--- src/design/pcu_pkg.sv ---
// Purpose: shared constants for the program counter unit
// Assumes: 32-bit APB, word-aligned registers, 200 MHz pclk
// Notes: register offsets are byte addresses
package pcu_pkg;
   localparam int PC_W = 21;
   localparam int SP_W = 5;
   localparam int STACK_DEPTH = 31;
   localparam int INSTR_W = 16;
   localparam int FLASH_BYTES = 16384;
   localparam logic [PC_W-1:0] PC_STEP = 21'h00002;
   localparam logic [PC_W-1:0] RESET_VECTOR = 21'h00000;
   localparam logic [PC_W-1:0] HIGH_IRQ_VECTOR = 21'h00008;
   localparam logic [PC_W-1:0] LOW_IRQ_VECTOR = 21'h00018;
   localparam logic [7:0] REG_PC_LOW_BYTE = 8'h00;
   localparam logic [7:0] REG_HIGH_LATCH = 8'h04;
   localparam logic [7:0] REG_UPPER_LATCH = 8'h08;
   localparam logic [7:0] REG_CTRL = 8'h0C;
   localparam logic [7:0] REG_STACK_STAT = 8'h10;
   localparam logic [7:0] REG_TOS = 8'h14;
   localparam int CTRL_RUN = 0;
   localparam int CTRL_HIGH_EN = 1;
   localparam int CTRL_LOW_EN = 2;
   localparam int STAT_UNF = 6;
   localparam int STAT_FULL = 7;
   localparam int UPPER_W = 5;
   // branch kinds on the decode port
   typedef enum logic [2:0] {
      PCU_BR_CALL = 3'b001,
      PCU_BR_RELATIVE_CALL_OP = 3'b010,
      PCU_BR_JUMP = 3'b100
   } pcu_branch_t;
endpackage

--- src/design/pcu_fetch_filter.sv ---
// Purpose: registers fetched instruction, zeroing unimplemented space
// Assumes: program memory read data is valid for the presented address
// Notes: zero decodes as a no-operation
`timescale 1ns/10ps
module pcu_fetch_filter #(
   parameter int IMPL_BYTES = pcu_pkg::FLASH_BYTES
) (
   input wire logic pclk,
   input wire logic presetn,
   input wire logic fetch_req,
   input wire logic [pcu_pkg::PC_W-1:0] fetch_addr,
   input wire logic [pcu_pkg::INSTR_W-1:0] mem_rdata,
   output logic [pcu_pkg::INSTR_W-1:0] instr,
   output logic instr_valid
);
   import pcu_pkg::*;

   localparam logic [PC_W-1:0] IMPL_LIMIT = PC_W'(IMPL_BYTES);

   wire logic in_flash;
   wire logic [INSTR_W-1:0] next_instr;

   assign in_flash = fetch_addr < IMPL_LIMIT;
   assign next_instr = in_flash ? mem_rdata : '0;

   always_ff @(posedge pclk or negedge presetn) begin
      if (!presetn) begin
         instr <= '0;
         instr_valid <= 1'b0;
      end else begin
         instr <= next_instr;
         instr_valid <= fetch_req;
      end
   end
endmodule // pcu_fetch_filter

--- src/design/pcu_return_stack.sv ---
// Purpose: 31-entry return address stack with pointer and flags
// Assumes: push and pop never in the same cycle
// Notes: slot 0 holds no storage; flags are sticky
`timescale 1ns/10ps
module pcu_return_stack #(
   parameter int DEPTH = pcu_pkg::STACK_DEPTH
) (
   input wire logic pclk,
   input wire logic presetn,
   input wire logic push,
   input wire logic [pcu_pkg::PC_W-1:0] push_value,
   input wire logic pop,
   input wire logic clr_full,
   input wire logic clr_unf,
   output logic [pcu_pkg::PC_W-1:0] tos,
   output logic [pcu_pkg::SP_W-1:0] return_stack_pointer,
   output logic stack_full,
   output logic stack_unf
);
   import pcu_pkg::*;

   localparam logic [SP_W-1:0] SP_TOP = SP_W'(DEPTH);
   localparam logic [SP_W-1:0] SP_ONE = 5'h01;

   logic [PC_W-1:0] slots [1:DEPTH];
   wire logic at_top;
   wire logic at_bottom;
   wire logic [SP_W-1:0] sp_up;

   assign at_top = return_stack_pointer == SP_TOP;
   assign at_bottom = return_stack_pointer == '0;
   assign sp_up = return_stack_pointer + SP_ONE;
   assign tos = at_bottom ? '0 : slots[return_stack_pointer];

   always_ff @(posedge pclk) begin
      if (push && !at_top) begin
         slots[sp_up] <= push_value;
      end
   end

   always_ff @(posedge pclk or negedge presetn) begin
      if (!presetn) begin
         return_stack_pointer <= '0;
      end else if (push && !at_top) begin
         return_stack_pointer <= sp_up;
      end else if (pop && !at_bottom) begin
         return_stack_pointer <= return_stack_pointer - SP_ONE;
      end
   end

   // set wins over software clear
   always_ff @(posedge pclk or negedge presetn) begin
      if (!presetn) begin
         stack_full <= 1'b0;
         stack_unf <= 1'b0;
      end else begin
         stack_full <= (push && (at_top || sp_up == SP_TOP))
                       || (stack_full && !clr_full);
         stack_unf <= (pop && at_bottom) || (stack_unf && !clr_unf);
      end
   end
endmodule // pcu_return_stack

--- src/design/pcu_program_counter.sv ---
// Purpose: 21-bit fetch program counter with holding latches and vectors
// Assumes: core control inputs are on pclk; APB slave for registers
// Notes: priority is interrupt, return, branch, low-byte write, advance
//
// Added by the designer: the register offsets and register access over APB.
`timescale 1ns/10ps
module pcu_program_counter (
   input wire logic pclk,
   input wire logic presetn,
   input wire logic psel,
   input wire logic penable,
   input wire logic pwrite,
   input wire logic [7:0] paddr,
   input wire logic [31:0] pwdata,
   output logic [31:0] prdata,
   output logic pready,
   output logic pslverr,
   input wire logic fetch_ready,
   input wire logic [pcu_pkg::INSTR_W-1:0] prog_rdata,
   output logic [pcu_pkg::PC_W-1:0] prog_addr,
   output logic [pcu_pkg::INSTR_W-1:0] instr,
   output logic instr_valid,
   input wire logic branch_valid,
   input wire logic [2:0] branch_kind,
   input wire logic [pcu_pkg::PC_W-1:0] branch_target,
   input wire logic return_valid,
   input wire logic wake_irq_high,
   input wire logic wake_irq_low
);
   import pcu_pkg::*;

   //--------------------------------------------------------------
   // state
   //--------------------------------------------------------------
   logic [PC_W-1:0] pc;
   logic [7:0] pc_high_holding_latch;
   logic [UPPER_W-1:0] pc_upper_holding_latch;
   logic run;
   logic high_prio_global_irq_enable;
   logic low_prio_global_irq_enable;
   logic [PC_W-1:0] next_pc;

   wire logic [PC_W-1:0] tos;
   wire logic [SP_W-1:0] return_stack_pointer;
   wire logic stack_full;
   wire logic stack_unf;

   //--------------------------------------------------------------
   // apb decode
   //--------------------------------------------------------------
   wire logic setup;
   wire logic done;
   wire logic wr_done;
   wire logic rd_done;
   wire logic sel_low;
   wire logic sel_high;
   wire logic sel_upper;
   wire logic sel_ctrl;
   wire logic sel_stat;
   wire logic sel_tos;
   wire logic mapped;
   wire logic [31:0] rd_mux;

   assign setup = psel && !penable;
   assign done = psel && penable && pready;
   assign wr_done = done && pwrite && !pslverr;
   assign rd_done = done && !pwrite && !pslverr;
   assign sel_low = paddr == REG_PC_LOW_BYTE;
   assign sel_high = paddr == REG_HIGH_LATCH;
   assign sel_upper = paddr == REG_UPPER_LATCH;
   assign sel_ctrl = paddr == REG_CTRL;
   assign sel_stat = paddr == REG_STACK_STAT;
   assign sel_tos = paddr == REG_TOS;
   assign mapped = sel_low || sel_high || sel_upper || sel_ctrl
                   || sel_stat || sel_tos;

   // only the low byte of the counter is visible
   assign rd_mux = sel_low ? {24'h000000, pc[7:0]}
      : sel_high ? {24'h000000, pc_high_holding_latch}
      : sel_upper ? {27'h0000000, pc_upper_holding_latch}
      : sel_ctrl ? {29'h00000000, low_prio_global_irq_enable,
                    high_prio_global_irq_enable, run}
      : sel_stat ? {24'h000000, stack_full, stack_unf, 1'b0,
                    return_stack_pointer}
      : sel_tos ? {11'h000, tos}
      : 32'h00000000;

   always_ff @(posedge pclk or negedge presetn) begin
      if (!presetn) begin
         pready <= 1'b0;
         pslverr <= 1'b0;
         prdata <= 32'h00000000;
      end else begin
         pready <= setup;
         pslverr <= setup && !mapped;
         prdata <= (setup && !pwrite) ? rd_mux : prdata;
      end
   end

   //--------------------------------------------------------------
   // control and holding latches
   //--------------------------------------------------------------
   wire logic wr_low;
   wire logic rd_low;

   assign wr_low = wr_done && sel_low;
   assign rd_low = rd_done && sel_low;

   always_ff @(posedge pclk or negedge presetn) begin
      if (!presetn) begin
         run <= 1'b0;
         high_prio_global_irq_enable <= 1'b0;
         low_prio_global_irq_enable <= 1'b0;
      end else if (wr_done && sel_ctrl) begin
         run <= pwdata[CTRL_RUN];
         high_prio_global_irq_enable <= pwdata[CTRL_HIGH_EN];
         low_prio_global_irq_enable <= pwdata[CTRL_LOW_EN];
      end
   end

   always_ff @(posedge pclk or negedge presetn) begin
      if (!presetn) begin
         pc_high_holding_latch <= 8'h00;
         pc_upper_holding_latch <= 5'h00;
      end else if (rd_low) begin
         pc_high_holding_latch <= pc[15:8];
         pc_upper_holding_latch <= pc[PC_W-1:16];
      end else if (wr_done && sel_high) begin
         pc_high_holding_latch <= pwdata[7:0];
      end else if (wr_done && sel_upper) begin
         pc_upper_holding_latch <= pwdata[UPPER_W-1:0];
      end
   end

   //--------------------------------------------------------------
   // next counter value
   //--------------------------------------------------------------
   wire logic irq_hi;
   wire logic irq_lo;
   wire logic irq_take;
   wire logic is_call;
   wire logic do_push;
   wire logic [PC_W-1:0] pc_plus;
   wire logic [PC_W-1:0] push_value;

   assign irq_hi = wake_irq_high && high_prio_global_irq_enable;
   assign irq_lo = wake_irq_low && low_prio_global_irq_enable;
   assign irq_take = irq_hi || irq_lo;
   assign is_call = branch_valid && (branch_kind == PCU_BR_CALL
                    || branch_kind == PCU_BR_RELATIVE_CALL_OP);
   assign pc_plus = pc + PC_STEP;
   assign do_push = irq_take || (!return_valid && is_call);
   // interrupt saves current counter, call saves the following address
   assign push_value = irq_take ? pc : pc_plus;

   always_comb begin
      next_pc = pc;
      if (irq_take) begin
         next_pc = irq_hi ? HIGH_IRQ_VECTOR : LOW_IRQ_VECTOR;
      end else if (return_valid) begin
         next_pc = tos;
      end else if (branch_valid) begin
         next_pc = branch_target;
      end else if (wr_low) begin
         next_pc = {pc_upper_holding_latch, pc_high_holding_latch,
                    pwdata[7:0]};
      end else if (run && fetch_ready) begin
         next_pc = pc_plus;
      end
      next_pc[0] = 1'b0;
   end

   always_ff @(posedge pclk or negedge presetn) begin
      if (!presetn) begin
         pc <= RESET_VECTOR;
      end else begin
         pc <= next_pc;
      end
   end

   // fetch address leaves on its own port, apart from the data bus
   assign prog_addr = pc;

   //--------------------------------------------------------------
   // submodules
   //--------------------------------------------------------------
   pcu_return_stack u_stack (
      .pclk(pclk),
      .presetn(presetn),
      .push(do_push),
      .push_value(push_value),
      .pop(return_valid && !irq_take),
      .clr_full(wr_done && sel_stat && !pwdata[STAT_FULL]),
      .clr_unf(wr_done && sel_stat && !pwdata[STAT_UNF]),
      .tos(tos),
      .return_stack_pointer(return_stack_pointer),
      .stack_full(stack_full),
      .stack_unf(stack_unf)
   );

   pcu_fetch_filter u_fetch (
      .pclk(pclk),
      .presetn(presetn),
      .fetch_req(run && fetch_ready),
      .fetch_addr(pc),
      .mem_rdata(prog_rdata),
      .instr(instr),
      .instr_valid(instr_valid)
   );
endmodule // pcu_program_counter

--- config.mk ---
export PLATFORM = sky130hd
export DESIGN_NAME = pcu_program_counter
export DESIGN_NICKNAME = d
export VERILOG_FILES = /design/src/design/pcu_pkg.sv /design/src/design/pcu_fetch_filter.sv /design/src/design/pcu_return_stack.sv /design/src/design/pcu_program_counter.sv
export SDC_FILE = /design/constraint.sdc
export NUM_CORES = 1
export LEC_CHECK = 0
export ABC_AREA = 0
export ABC_CLOCK_PERIOD_IN_PS = 2900
export BUFFER_PORTS_ARGS = -buffer_cell sky130_fd_sc_hd__buf_4
export CAP_MARGIN = 0
export CORE_ASPECT_RATIO = 1.75
export CORE_UTILIZATION = 57
export CTS_BUF_LIST = sky130_fd_sc_hd__clkbuf_4
export CTS_CLUSTER_DIAMETER = 60
export DETAILED_ROUTE_END_ITERATION = 16
export GPL_TIMING_DRIVEN = 0
export PLACE_DENSITY_LB_ADDON = 0.1
export SLEW_MARGIN = 0
export SYNTH_ARGS = -nofsm -noshare
export SYNTH_HDL_FRONTEND = slang
export SYNTH_HIERARCHICAL = 1
export SYNTH_SLANG_ARGS = --single-unit
--- constraint.sdc ---
create_clock -name pclk -period 2.9 [get_ports pclk]
set_input_delay 0.435 -clock pclk [delete_from_list [all_inputs] [get_ports pclk]]
set_output_delay 0.435 -clock pclk [all_outputs]
set_load 0.1 [all_outputs]
# Word level (Yosys, flattened, before mapping)
# Memory sizes are Yosys's and may differ from the RTL's.
# Index checks and enable logic that the tools add are counted.
# word_totals
ff_bits,94
ram_bits,651
inputBits,90
output_inout_bits,72
wordCells,112
mem_count,1
# classes
n_addsub,3
order_cmp,1
n_eq_ne,10
mux,24
n_reduce_logical,59
# memory_table
name,depth,width,rd,rd_clocked_by_memory_dff,wr,line_no,rtl
u_stack.slots,31,21,1,0,1,pcu_return_stack.sv:25,logic [PC_W-1:0] slots [1:DEPTH];
# op_table
operator,n
$mux W21,13
$mux W5,6
$logic_and A1 B1 Y1,29
$add A21 B2 Y21 const B,1
$lt A21 B15 Y1 const B,1
$eq A8 B4 Y1 const B,2
$eq A8 B5 Y1 const B,2
$mux W16,1
$mux W8,2
$logic_not A1 Y1,12
$logic_or A1 B1 Y1,11
$eq A5 B5 Y1 const B,2
$eq A8 B3 Y1 const B,1
$logic_not A8 Y1,1
$reduce_bool A2 Y1,3
$add A5 B1 Y5 const B,1
$logic_not A5 Y1,1
$reduce_bool A5 Y1,1
$sub A5 B1 Y5 const B,1
$eq A3 B1 Y1 const B,1
$eq A3 B2 Y1 const B,1
$mux W1,2
$ne A2 B2 Y1 const B,1
$reduce_and A2 Y1,1

# Logic depth before layout (Yosys ltp)
# Gate-level depths: netlist of run 1.
# logic_depth
ltp_word,9
ltp_mapped,13

# Hierarchy
# Netlist of run 1, hierarchy kept.
# by_module_without_submodules
module,n_inst,cells_each,area_per_inst_um2
pcu_return_stack,1,1178,25562.0
pcu_program_counter,1,505,4232.8
pcu_fetch_filter,1,38,653.1

# Worst setup path before layout of run 1
# Ideal clock, no wire load.
# synth_timing
path_kind,reg2reg
from,register pc[7] (netlist: prog_addr[7])
to,memory u_stack.slots[10][16] (data pin)
arrival_ns,3.322
required_ns,2.518
setup_slack_ns,-0.804
path_stages_with_launch,7
path_buffers,1
cell_sequence,dfrtp_1 -> buf_2 -> nand4_1 -> or4_1 -> nor2_1 -> nand2_1 -> xnor2_1
# synth_between
elab_chain_len,2
# synth_lines
item,line_no,rtl
start: declaration,pcu_program_counter.sv:35,logic [PC_W-1:0] pc;
start signal: assignment,pcu_program_counter.sv:177,pc <= next_pc;
$add A21 B2 Y21,pcu_program_counter.sv:151,assign pc_plus = pc + PC_STEP;
$mux W21,pcu_program_counter.sv:154,assign push_value = irq_take ? pc : pc_plus;
net push_value[16],pcu_program_counter.sv:144,wire logic [PC_W-1:0] push_value;
end: declaration,pcu_return_stack.sv:25,
# The timed path passes the listed nets, and every way through them passes these cells.

# Final worst setup path of run 1
# layout_timing
from,register u_stack/return_stack_pointer[0] in the netlist's numbering
to,register pc[17] (netlist: prog_addr[17])
# layout_between
elab_chain_len,4
elab_cells_between_ends,5
# layout_lines
item,line_no,rtl
start: declaration,pcu_return_stack.sv:16,"output logic [pcu_pkg::SP_W-1:0] return_stack_pointer,"
start signal: assignment,pcu_return_stack.sv:45,return_stack_pointer <= sp_up;
start signal: assignment,pcu_return_stack.sv:47,return_stack_pointer <= return_stack_pointer - SP_ONE;
$mem_v2 Z31 W21 / $logic_not A5 Y1 (equally long branches),-,
$mux W21 (*),pcu_return_stack.sv:33,assign tos = at_bottom ? '0 : slots[return_stack_pointer];
net tos[17],pcu_program_counter.sv:43,wire logic [PC_W-1:0] tos;
$mux W21 (*),pcu_program_counter.sv:160,end else if (return_valid) begin
$mux W21 (*),pcu_program_counter.sv:158,if (irq_take) begin
# The timed path passes the listed nets; every way through them passes the cells marked *.
# A chain may end at the register's enable or synchronous reset.

==> metrics.md, run 1 <==
| Metric | Value |
|---|---|
| Violated checks | `negative setup slack` |
| Clock skew after layout | `0.0615 ns` |
| Reg power frac | `0.352` |
| Gp weighted congestion | `0.959` |
| CTS clk-pin slew, worst paths | `0.08 ns` |
| Vias per std cell | `6.40` |
| Finished Core Util | `0.744` |
| CTS tree | `done` |
| Total GRT Usage | `0.379` |
| Synth top area cells | `edfxtp_1 (64%), mux4_2 (11%), dfrtp_1 (6.8%), mux2i_1 (3.2%), nor2_1 (1.2%)` |
| Achievable frequency | `323 MHz` |
| CP max-delay cell | `mux4_2` |
| ANT nets after route | `0` |
| Most frequent cells in the layout | `edfxtp_1 (651), clkbuf_4 (226), buf_4 (220)` |
| Slack of the critical path | `-0.198 ns` |
| Multi-input gate area | `9990 sq um` |
| Status | `finished, violations left` |
| Yosys top cell by area | `edfxtp_1` |
| Final wirelength | `100000 um` |
| CP Cell Sequence | `buf_12 -> buf_12 -> buf_16 -> buf_12 -> mux4_2 -> mux2i_4 -> o22ai_4 -> a211o_4 -> a222oi_1 -> a221oi_1` |
| Sw Pwr | `0.0154 W` |
| Post-place setup slack | `-2.13 ns` |
| Vias | `19.7k` |
| Post-Syn Instances | `1721` |
| Storage cell area | `21600 sq um` |
| Met3 Usage GRT | `0.0635` |
| Vias in the first global route | `20.5k` |
| Clk sinks | `734` |
| RSZ-0062 raised after global routing | `yes` |
| Final #Nets | `2374` |
| Ys flop type | `edfxtp_1` |
| Clock insertion delay at the later pin of the skew report | `0.92 ns` |
| Slew Limit Fails | `0` |
| Crit path max-delay family | `compound AO/OA/AOI/OAI gates` |
| DIE AREA | `54400 sq um` |
| Die X | `177 um` |
| Drt first pass iters | `6` |
| Yosys reg bits | `734` |
| EDFF count, synth | `651` |
| Mapped Avg Cell Area | `17.7 sq um` |
| Area delta synth->final | `28.2%` |
| FILL cells | `3144` |
| Post-synthesis sequential area ratio | `0.710` |
| Hold Vio Cnt, Final | `0` |
| Largest net degree at the start of global routing | `84` |
| Crit Path Category | `reg2reg` |
| Peak supply drop | `0.000540 V` |
| Post-synth cell types | `79` |
| Worst min path class | `in2reg` |
| Commonest non-fill, non-tap cell in the layout | `edfxtp_1` |
| # port buffers | `123` |
| Met2 Use GR | `0.648` |
| Required time at the worst-slack endpoint | `3.63 ns` |
| Row Count | `111` |
| Clock power share | `0.203` |
| # Max-Cap Violations | `0` |
| Async set or reset register ratio after synthesis | `0.113` |
| Slew @ Worst Pin | `1.17 ns` |
| Reg2reg setup slack | `-0.20 ns` |
| Antenna violations before repair | `3` |
| Comb power frac | `0.445` |
| Post-Syn Area | `30400 sq um` |
| DP Area | `33200 sq um` |
| Fin crit period | `3.10 ns` |
| Crit path top cell by count | `buf_12` |
| Critical Path End Type | `flip-flop` |
| Starting Density | `0.580` |
| Top cell type's share of synthesized area | `0.642` |
| Core area | `52500 sq um` |
| Accumulated negative setup slack | `-0.260 ns` |
| Lkg Pwr | `14.0 nW` |
| CTS max path bufs | `3` |
| Final setup viols | `3` |
| PwrDens | `1010 nW/um^2` |
| Net Sw Frac | `0.391` |
| Warnings from Yosys | `6` |
| Final instance area | `39000 sq um` |
| Crit-path max FO | `6` |
| I/O pins | `162` |
| Drt wl/cell | `32.4 um` |
| Num CTS Buffers | `160` |
| Int Pwr | `0.0240 W` |
| Slowest stage delay, CP | `0.56 ns` |
| CP Launch Type | `flip-flop` |
| Htree depth | `4` |
| Met1 usage in global routing | `0.403` |
| DP HPWL | `60300 um` |
| Grt peak-use layer | `met2` |
| Root Driver | `clkbuf_4` |
| First-pass GRT wire length | `141000 um` |
| Relative slew slack | `0.218` |
| Gr ovfl total | `0` |
| CP arrival | `3.83 ns` |
| DRC errors left | `0` |
| Tcrit/Tclk final | `1.07` |
| Share of cells above drive strength 1 | `0.400` |
| DRC violation total after the first TritonRoute iteration | `2022` |
| CP bufs+invs | `4` |
| Die height | `308 um` |
## stage by stage
step           std cells  total power, W  hold slack, ns
6_report            3085          0.0393          0.0655
5_1_grt             3085          0.0404          0.0647
4_1_cts             3064          0.0383         0.00883
3_5_place_dp        2582          0.0274           0.475
3_3_place_gp        2564          0.0269           0.467
2_1_floorplan       1763          0.0225           0.139
## power groups by stage
stage | Clock, W | Combinational, W | Sequential (W)
3_5_place_dp | 0 | 0.0134 | 0.0140
6_report | 0.00797 | 0.0175 | 0.0138
5_1_grt | 0.00854 | 0.0179 | 0.0139
3_3_place_gp | 0 | 0.0129 | 0.0140
4_1_cts | 0.00807 | 0.0164 | 0.0138
2_1_floorplan | 0 | 0.00731 | 0.0151
## routing by layer
metal / up-vias / part of all wire / routed length [um]
met5: - / 0 / 0
met4: 0 / 0.10 / 10400
met3: 405 / 0.070 / 7030
met2: 1249 / 0.51 / 50800
met1: 9931 / 0.32 / 31900
li1: 8164 / - / -
## path summary, 6_finish.rpt
kind / startpoint / end / cells past startpoint
worst min register to register: prdata[1] / prdata[1] / 2
worst max-delay path: u_stack/return_stack_pointer[0] / prog_addr[17] / 10
worst max register to register: u_stack/return_stack_pointer[0] / prog_addr[17] / 10
worst min-delay path: branch_target[20] / prog_addr[20] / 5
max in group asynchronous: presetn / prog_addr[13] / 2
min in group asynchronous: presetn / pslverr / 2
## synth_stat cells, drive strengths merged (3+ instances only)
| cell | number |
|---|---|
| edfxtp | 651 |
| mux4 | 146 |
| nor2 | 102 |
| mux2i | 97 |
| nand2 | 84 |
| dfrtp | 83 |
| buf | 69 |
| clkbuf | 51 |
| o21ai | 38 |
| nand3 | 25 |
| xnor2 | 25 |
| a211oi | 24 |
| o22ai | 24 |
| a21o | 21 |
| inv | 19 |
| a211o | 18 |
| a22o | 17 |
| nor3 | 17 |
| and4bb | 16 |
| a21oi | 15 |
| a31oi | 13 |
| nand4 | 13 |
| nand2b | 10 |
| nor2b | 9 |
| nor4 | 9 |
| o221ai | 9 |
| a22oi | 8 |
| mux2 | 8 |
| xor2 | 8 |
| a2111oi | 7 |
| and3 | 7 |
| ha | 7 |
| or3 | 7 |
| or4 | 6 |
| and2 | 5 |
| a222oi | 4 |
| and4 | 4 |
| nor4b | 4 |
| o21a | 4 |
| o31ai | 3 |
| o41ai | 3 |
## area by class of cell
cell class,count,share of cell area
flip-flops and latches,734,0.554
multi-input cells,919,0.256
repair buffers,329,0.0895
clock buffers,222,0.0427
plain buffers,113,0.0237
well taps,678,0.0217
clock inverters,69,0.0103
inverters,20,0.00202
diodes,1,0.0000641
## worst min-delay path: stages
cell and delay [ns]:
buf_4 0.09, nand2_1 0.06, o21ai_0 0.09, nor3_1 0.07
o211ai_1 0.17
## cell families after synthesis
logic type                 synth area share
other                              0.000123
adders and majority gates           0.00288
buffers and inverters                0.0228
DFF                                   0.710
xor gates and xnor gates            0.00974
muxes                                 0.143
and+or+nand+nor                      0.0574
AOI/OAI and AO/OA                    0.0539
## repair_timing
action | CTS | global route
pin swaps | 52 | 12
setup buffers | 110 | 19
setup endpoints to repair | 1007 | 208
cloned | 30 | 1
endpoints found under the hold margin | 144 | 0
hold buffers | 58 | 0
resized for setup | 251 | 71
## state kept, by name (all words and copies together) (netlist names)
register	cells
high_prio_global_irq_enable	1
u_fetch/instr_valid	1
pc_upper_holding_latch	5
pslverr	1
u_fetch/instr	16
u_stack/return_stack_pointer	5
u_stack/slots	651
prog_addr	20
low_prio_global_irq_enable	1
run	1
u_stack/stack_full	1
pc_high_holding_latch	8
prdata	21
pready	1
u_stack/stack_unf	1
Power figures use the tool's default switching activity.
==> inputs of run 2 (changes only) <==
--- a/config.mk
+++ b/config.mk
@@ -15,7 +15,7 @@
 export CTS_CLUSTER_DIAMETER = 60
 export DETAILED_ROUTE_END_ITERATION = 16
 export GPL_TIMING_DRIVEN = 0
-export PLACE_DENSITY_LB_ADDON = 0.1
+export PLACE_DENSITY = 0.78
 export SLEW_MARGIN = 0
 export SYNTH_ARGS = -nofsm -noshare
 export SYNTH_HDL_FRONTEND = slang
==> run 2 against run 1 <==
The run still ends with negative setup slack left. Via count increased by 6.4%. Non-clock buffer count up 9. Setup slack worse by 0.022 ns. Design area fell by 0.26%. Final cell count is 0.39% higher. Clock power up 2%. Count of clock-buffer cells in the layout shrank 4. Maximum frequency is 0.71% lower. First-iteration DRC count rose by 44%. Critical path type unchanged. Largest cell class unchanged.
==> metrics.md, run 2 (synthesized netlist as in run 1, its figures left out) <==
| Metric | Value |
|---|---|
| Crit Path Category | `reg2reg (unchanged)` |
| Clock insertion delay at the later pin of the skew report | `0.93 ns (was 0.92 ns)` |
| Slowest stage delay, CP | `0.52 ns (was 0.56 ns)` |
| Required time at the worst-slack endpoint | `3.70 ns (was 3.63 ns)` |
| Num CTS Buffers | `158 (was 160)` |
| Achievable frequency | `321 MHz (was 323 MHz)` |
| DRC violation total after the first TritonRoute iteration | `2915 (was 2022)` |
| Peak supply drop | `0.000538 V (was 0.000540 V)` |
| CP max-delay cell | `mux4_2 (unchanged)` |
| Die X | `177 um (unchanged)` |
| Fin crit period | `3.12 ns (was 3.10 ns)` |
| Worst reg2reg path depth | `11 (was 10)` |
| FILL cells | `2965 (was 3144)` |
| Most frequent cells in the layout | `edfxtp_1 (651), buf_4 (237), clkbuf_4 (224) (was edfxtp_1 (651), clkbuf_4 (226), buf_4 (220))` |
| Slew @ Worst Pin | `1.13 ns (was 1.17 ns)` |
| Min Hold Slack | `0.0362 ns (was 0.0655 ns)` |
| Antenna violations before repair | `9 (was 3)` |
| Status | `finished, violations left (unchanged)` |
| First-pass GRT wire length | `150000 um (was 141000 um)` |
| DRC errors left | `0 (unchanged)` |
| Vias in the first global route | `21.1k (was 20.5k)` |
| Share of cells above drive strength 1 | `0.405 (was 0.400)` |
| DP HPWL | `61200 um (was 60300 um)` |
| WHS Endpoint | `prog_addr[17] (was prog_addr[20])` |
| Crit-path max FO | `7 (was 6)` |
| Vias | `21.0k (was 19.7k)` |
| Starting Density | `0.580 (unchanged)` |
| CTS max path bufs | `3 (unchanged)` |
| Hold Vio Cnt, Final | `0 (unchanged)` |
| Slack of the critical path | `-0.220 ns (was -0.198 ns)` |
| Finished Core Util | `0.742 (was 0.744)` |
| CTS tree | `done (unchanged)` |
| Critical Path End Type | `flip-flop (unchanged)` |
| Hold path depth | `3 (was 5)` |
| I/O pins | `162 (unchanged)` |
| Biggest register | `u_stack/slots (unchanged)` |
| Htree depth | `4 (unchanged)` |
| Clock skew after layout | `0.0554 ns (was 0.0615 ns)` |
| Core area | `52500 sq um (unchanged)` |
| CP arrival | `3.92 ns (was 3.83 ns)` |
| Total power | `0.0401 W (was 0.0393 W)` |
| Final #Nets | `2380 (was 2374)` |
| Largest net degree at the start of global routing | `84 (unchanged)` |
| Vias per std cell | `6.78 (was 6.40)` |
| Reg2reg start | `u_stack/return_stack_pointer[0] (unchanged)` |
| Gp weighted congestion | `0.991 (was 0.959)` |
| CP Launch Type | `flip-flop (unchanged)` |
| Row Count | `111 (unchanged)` |
| Min-delay src | `branch_target[17] (was branch_target[20])` |
| Final wirelength | `112000 um (was 100000 um)` |
| Total GRT Usage | `0.408 (was 0.379)` |
| CP Cell Sequence | `buf_12 -> buf_12 -> buf_4 -> clkbuf_16 -> buf_4 -> mux4_2 -> mux2i_2 -> o22ai_1 -> a211o_1 -> nand3_1 -> o211ai_1 (was buf_12 -> buf_12 -> buf_16 -> buf_12 -> mux4_2 -> mux2i_4 -> o22ai_4 -> a211o_4 -> a222oi_1 -> a221oi_1)` |
| Worst reg2reg endpoint | `prog_addr[20] (was prog_addr[17])` |
| Area delta synth->final | `27.9% (was 28.2%)` |
| Max reg flops | `651 (unchanged)` |
| ANT nets after route | `0 (unchanged)` |
| Worst min path class | `in2reg (unchanged)` |
| Root Driver | `clkbuf_4 (unchanged)` |
| # Max-Cap Violations | `0 (unchanged)` |
| Lkg Pwr | `14.0 nW (about the same)` |
| Commonest non-fill, non-tap cell in the layout | `edfxtp_1 (unchanged)` |
| CTS clk-pin slew, worst paths | `0.08 ns (about the same)` |
| Tcrit/Tclk final | `1.08 (was 1.07)` |
| PwrDens | `1030 nW/um^2 (was 1010 nW/um^2)` |
| # port buffers | `123 (unchanged)` |
| Drt wl/cell | `36.3 um (was 32.4 um)` |
| Gr ovfl total | `0 (unchanged)` |
| Die height | `308 um (unchanged)` |
| Final setup viols | `62 (was 3)` |
| DIE AREA | `54400 sq um (unchanged)` |
| Relative slew slack | `0.245 (was 0.218)` |
| Drt first pass iters | `8 (was 6)` |
| Slew Limit Fails | `0 (unchanged)` |
| Reg2reg setup slack | `-0.22 ns (was -0.20 ns)` |
| Clk sinks | `734 (unchanged)` |
| RSZ-0062 raised after global routing | `yes (unchanged)` |
| Violated checks | `negative setup slack (unchanged)` |
[run 2: how the worst max path moves through the flow]
stage | to | startpoint | cells past startpoint | slack [ns]
after global routing | prog_addr[20] | u_stack/return_stack_pointer[0] | 11 | -0.25
after CTS | u_stack/slots[2][8] | u_stack/return_stack_pointer[2] | 8 | -0.12
final | prog_addr[20] | u_stack/return_stack_pointer[0] | 11 | -0.22
after floorplan | u_stack/slots[21][0] | return_valid | 7 | -0.34
after detailed placement | u_stack/slots[11][15] | return_valid | 8 | -2.11
after global placement | u_stack/slots[13][6] | return_valid | 8 | -2.56
[run 2: final cells by class]
class	instances	area, sq um	share of cell area
flip-flops and latches	734	21700	0.556
diodes	9	22.5	0.000578
clock inverters	69	417	0.0107
inverters	20	78.8	0.00202
clock buffers	218	1640	0.0420
plain buffers	112	861	0.0221
well taps	678	848	0.0218
multi-input cells	918	9930	0.255
repair buffers	339	3500	0.0898
[run 2: stage by stage]
| step | setup TNS [ns] | std cells | instance area (sq um) | setup WS [ns] |
|---|---|---|---|---|
| after floorplan | -145.33 | 1763 | 30800 | -0.335 |
| after global placement | -1762.63 | 2564 | 32600 | -2.56 |
| after detailed placement | -1212.98 | 2583 | 33200 | -2.11 |
| after CTS | -2.37 | 3053 | 38300 | -0.119 |
| after global routing | -5.20 | 3093 | 38900 | -0.251 |
| final | -3.73 | 3097 | 38900 | -0.220 |
[run 2: per-layer routing]
metal  global-route usage  share of wire  wire [um]  vias to the layer above
met4                0.407           0.12      13600                        4
li1                     -              -          -                     8180
met3                0.111           0.11      11800                      642
met2                0.668           0.49      54700                     1976
met5                    0        0.00023         26                        -
met1                0.407           0.29      32200                    10200
[run 2: where the power goes]
part | total [W] | switching (W) | internal (W)
sequential | 0.0139 | 0.000605 | 0.0133
clock | 0.00810 | 0.00421 | 0.00389
combinational | 0.0181 | 0.0114 | 0.00666
[run 2: worst max-delay path: cells and delay by family, from the launching register on]
kind	cells	cell delay [ns]
AND/OR/NAND/NOR	1	0.20
AO/OA/AOI/OAI	3	0.74
buffers and inverters	5	0.71
multiplexers	2	0.93
flip-flops	1	0.42
[run 2: repair_timing]
action | 4_1_cts | 5_1_grt
pin swaps | 48 | 23
setup endpoints to repair | 1044 | 421
gates resized for setup | 239 | 59
endpoints found under the hold margin | 144 | 0
setup buffers | 105 | 34
gates cloned | 27 | 3
hold buffers | 57 | 0
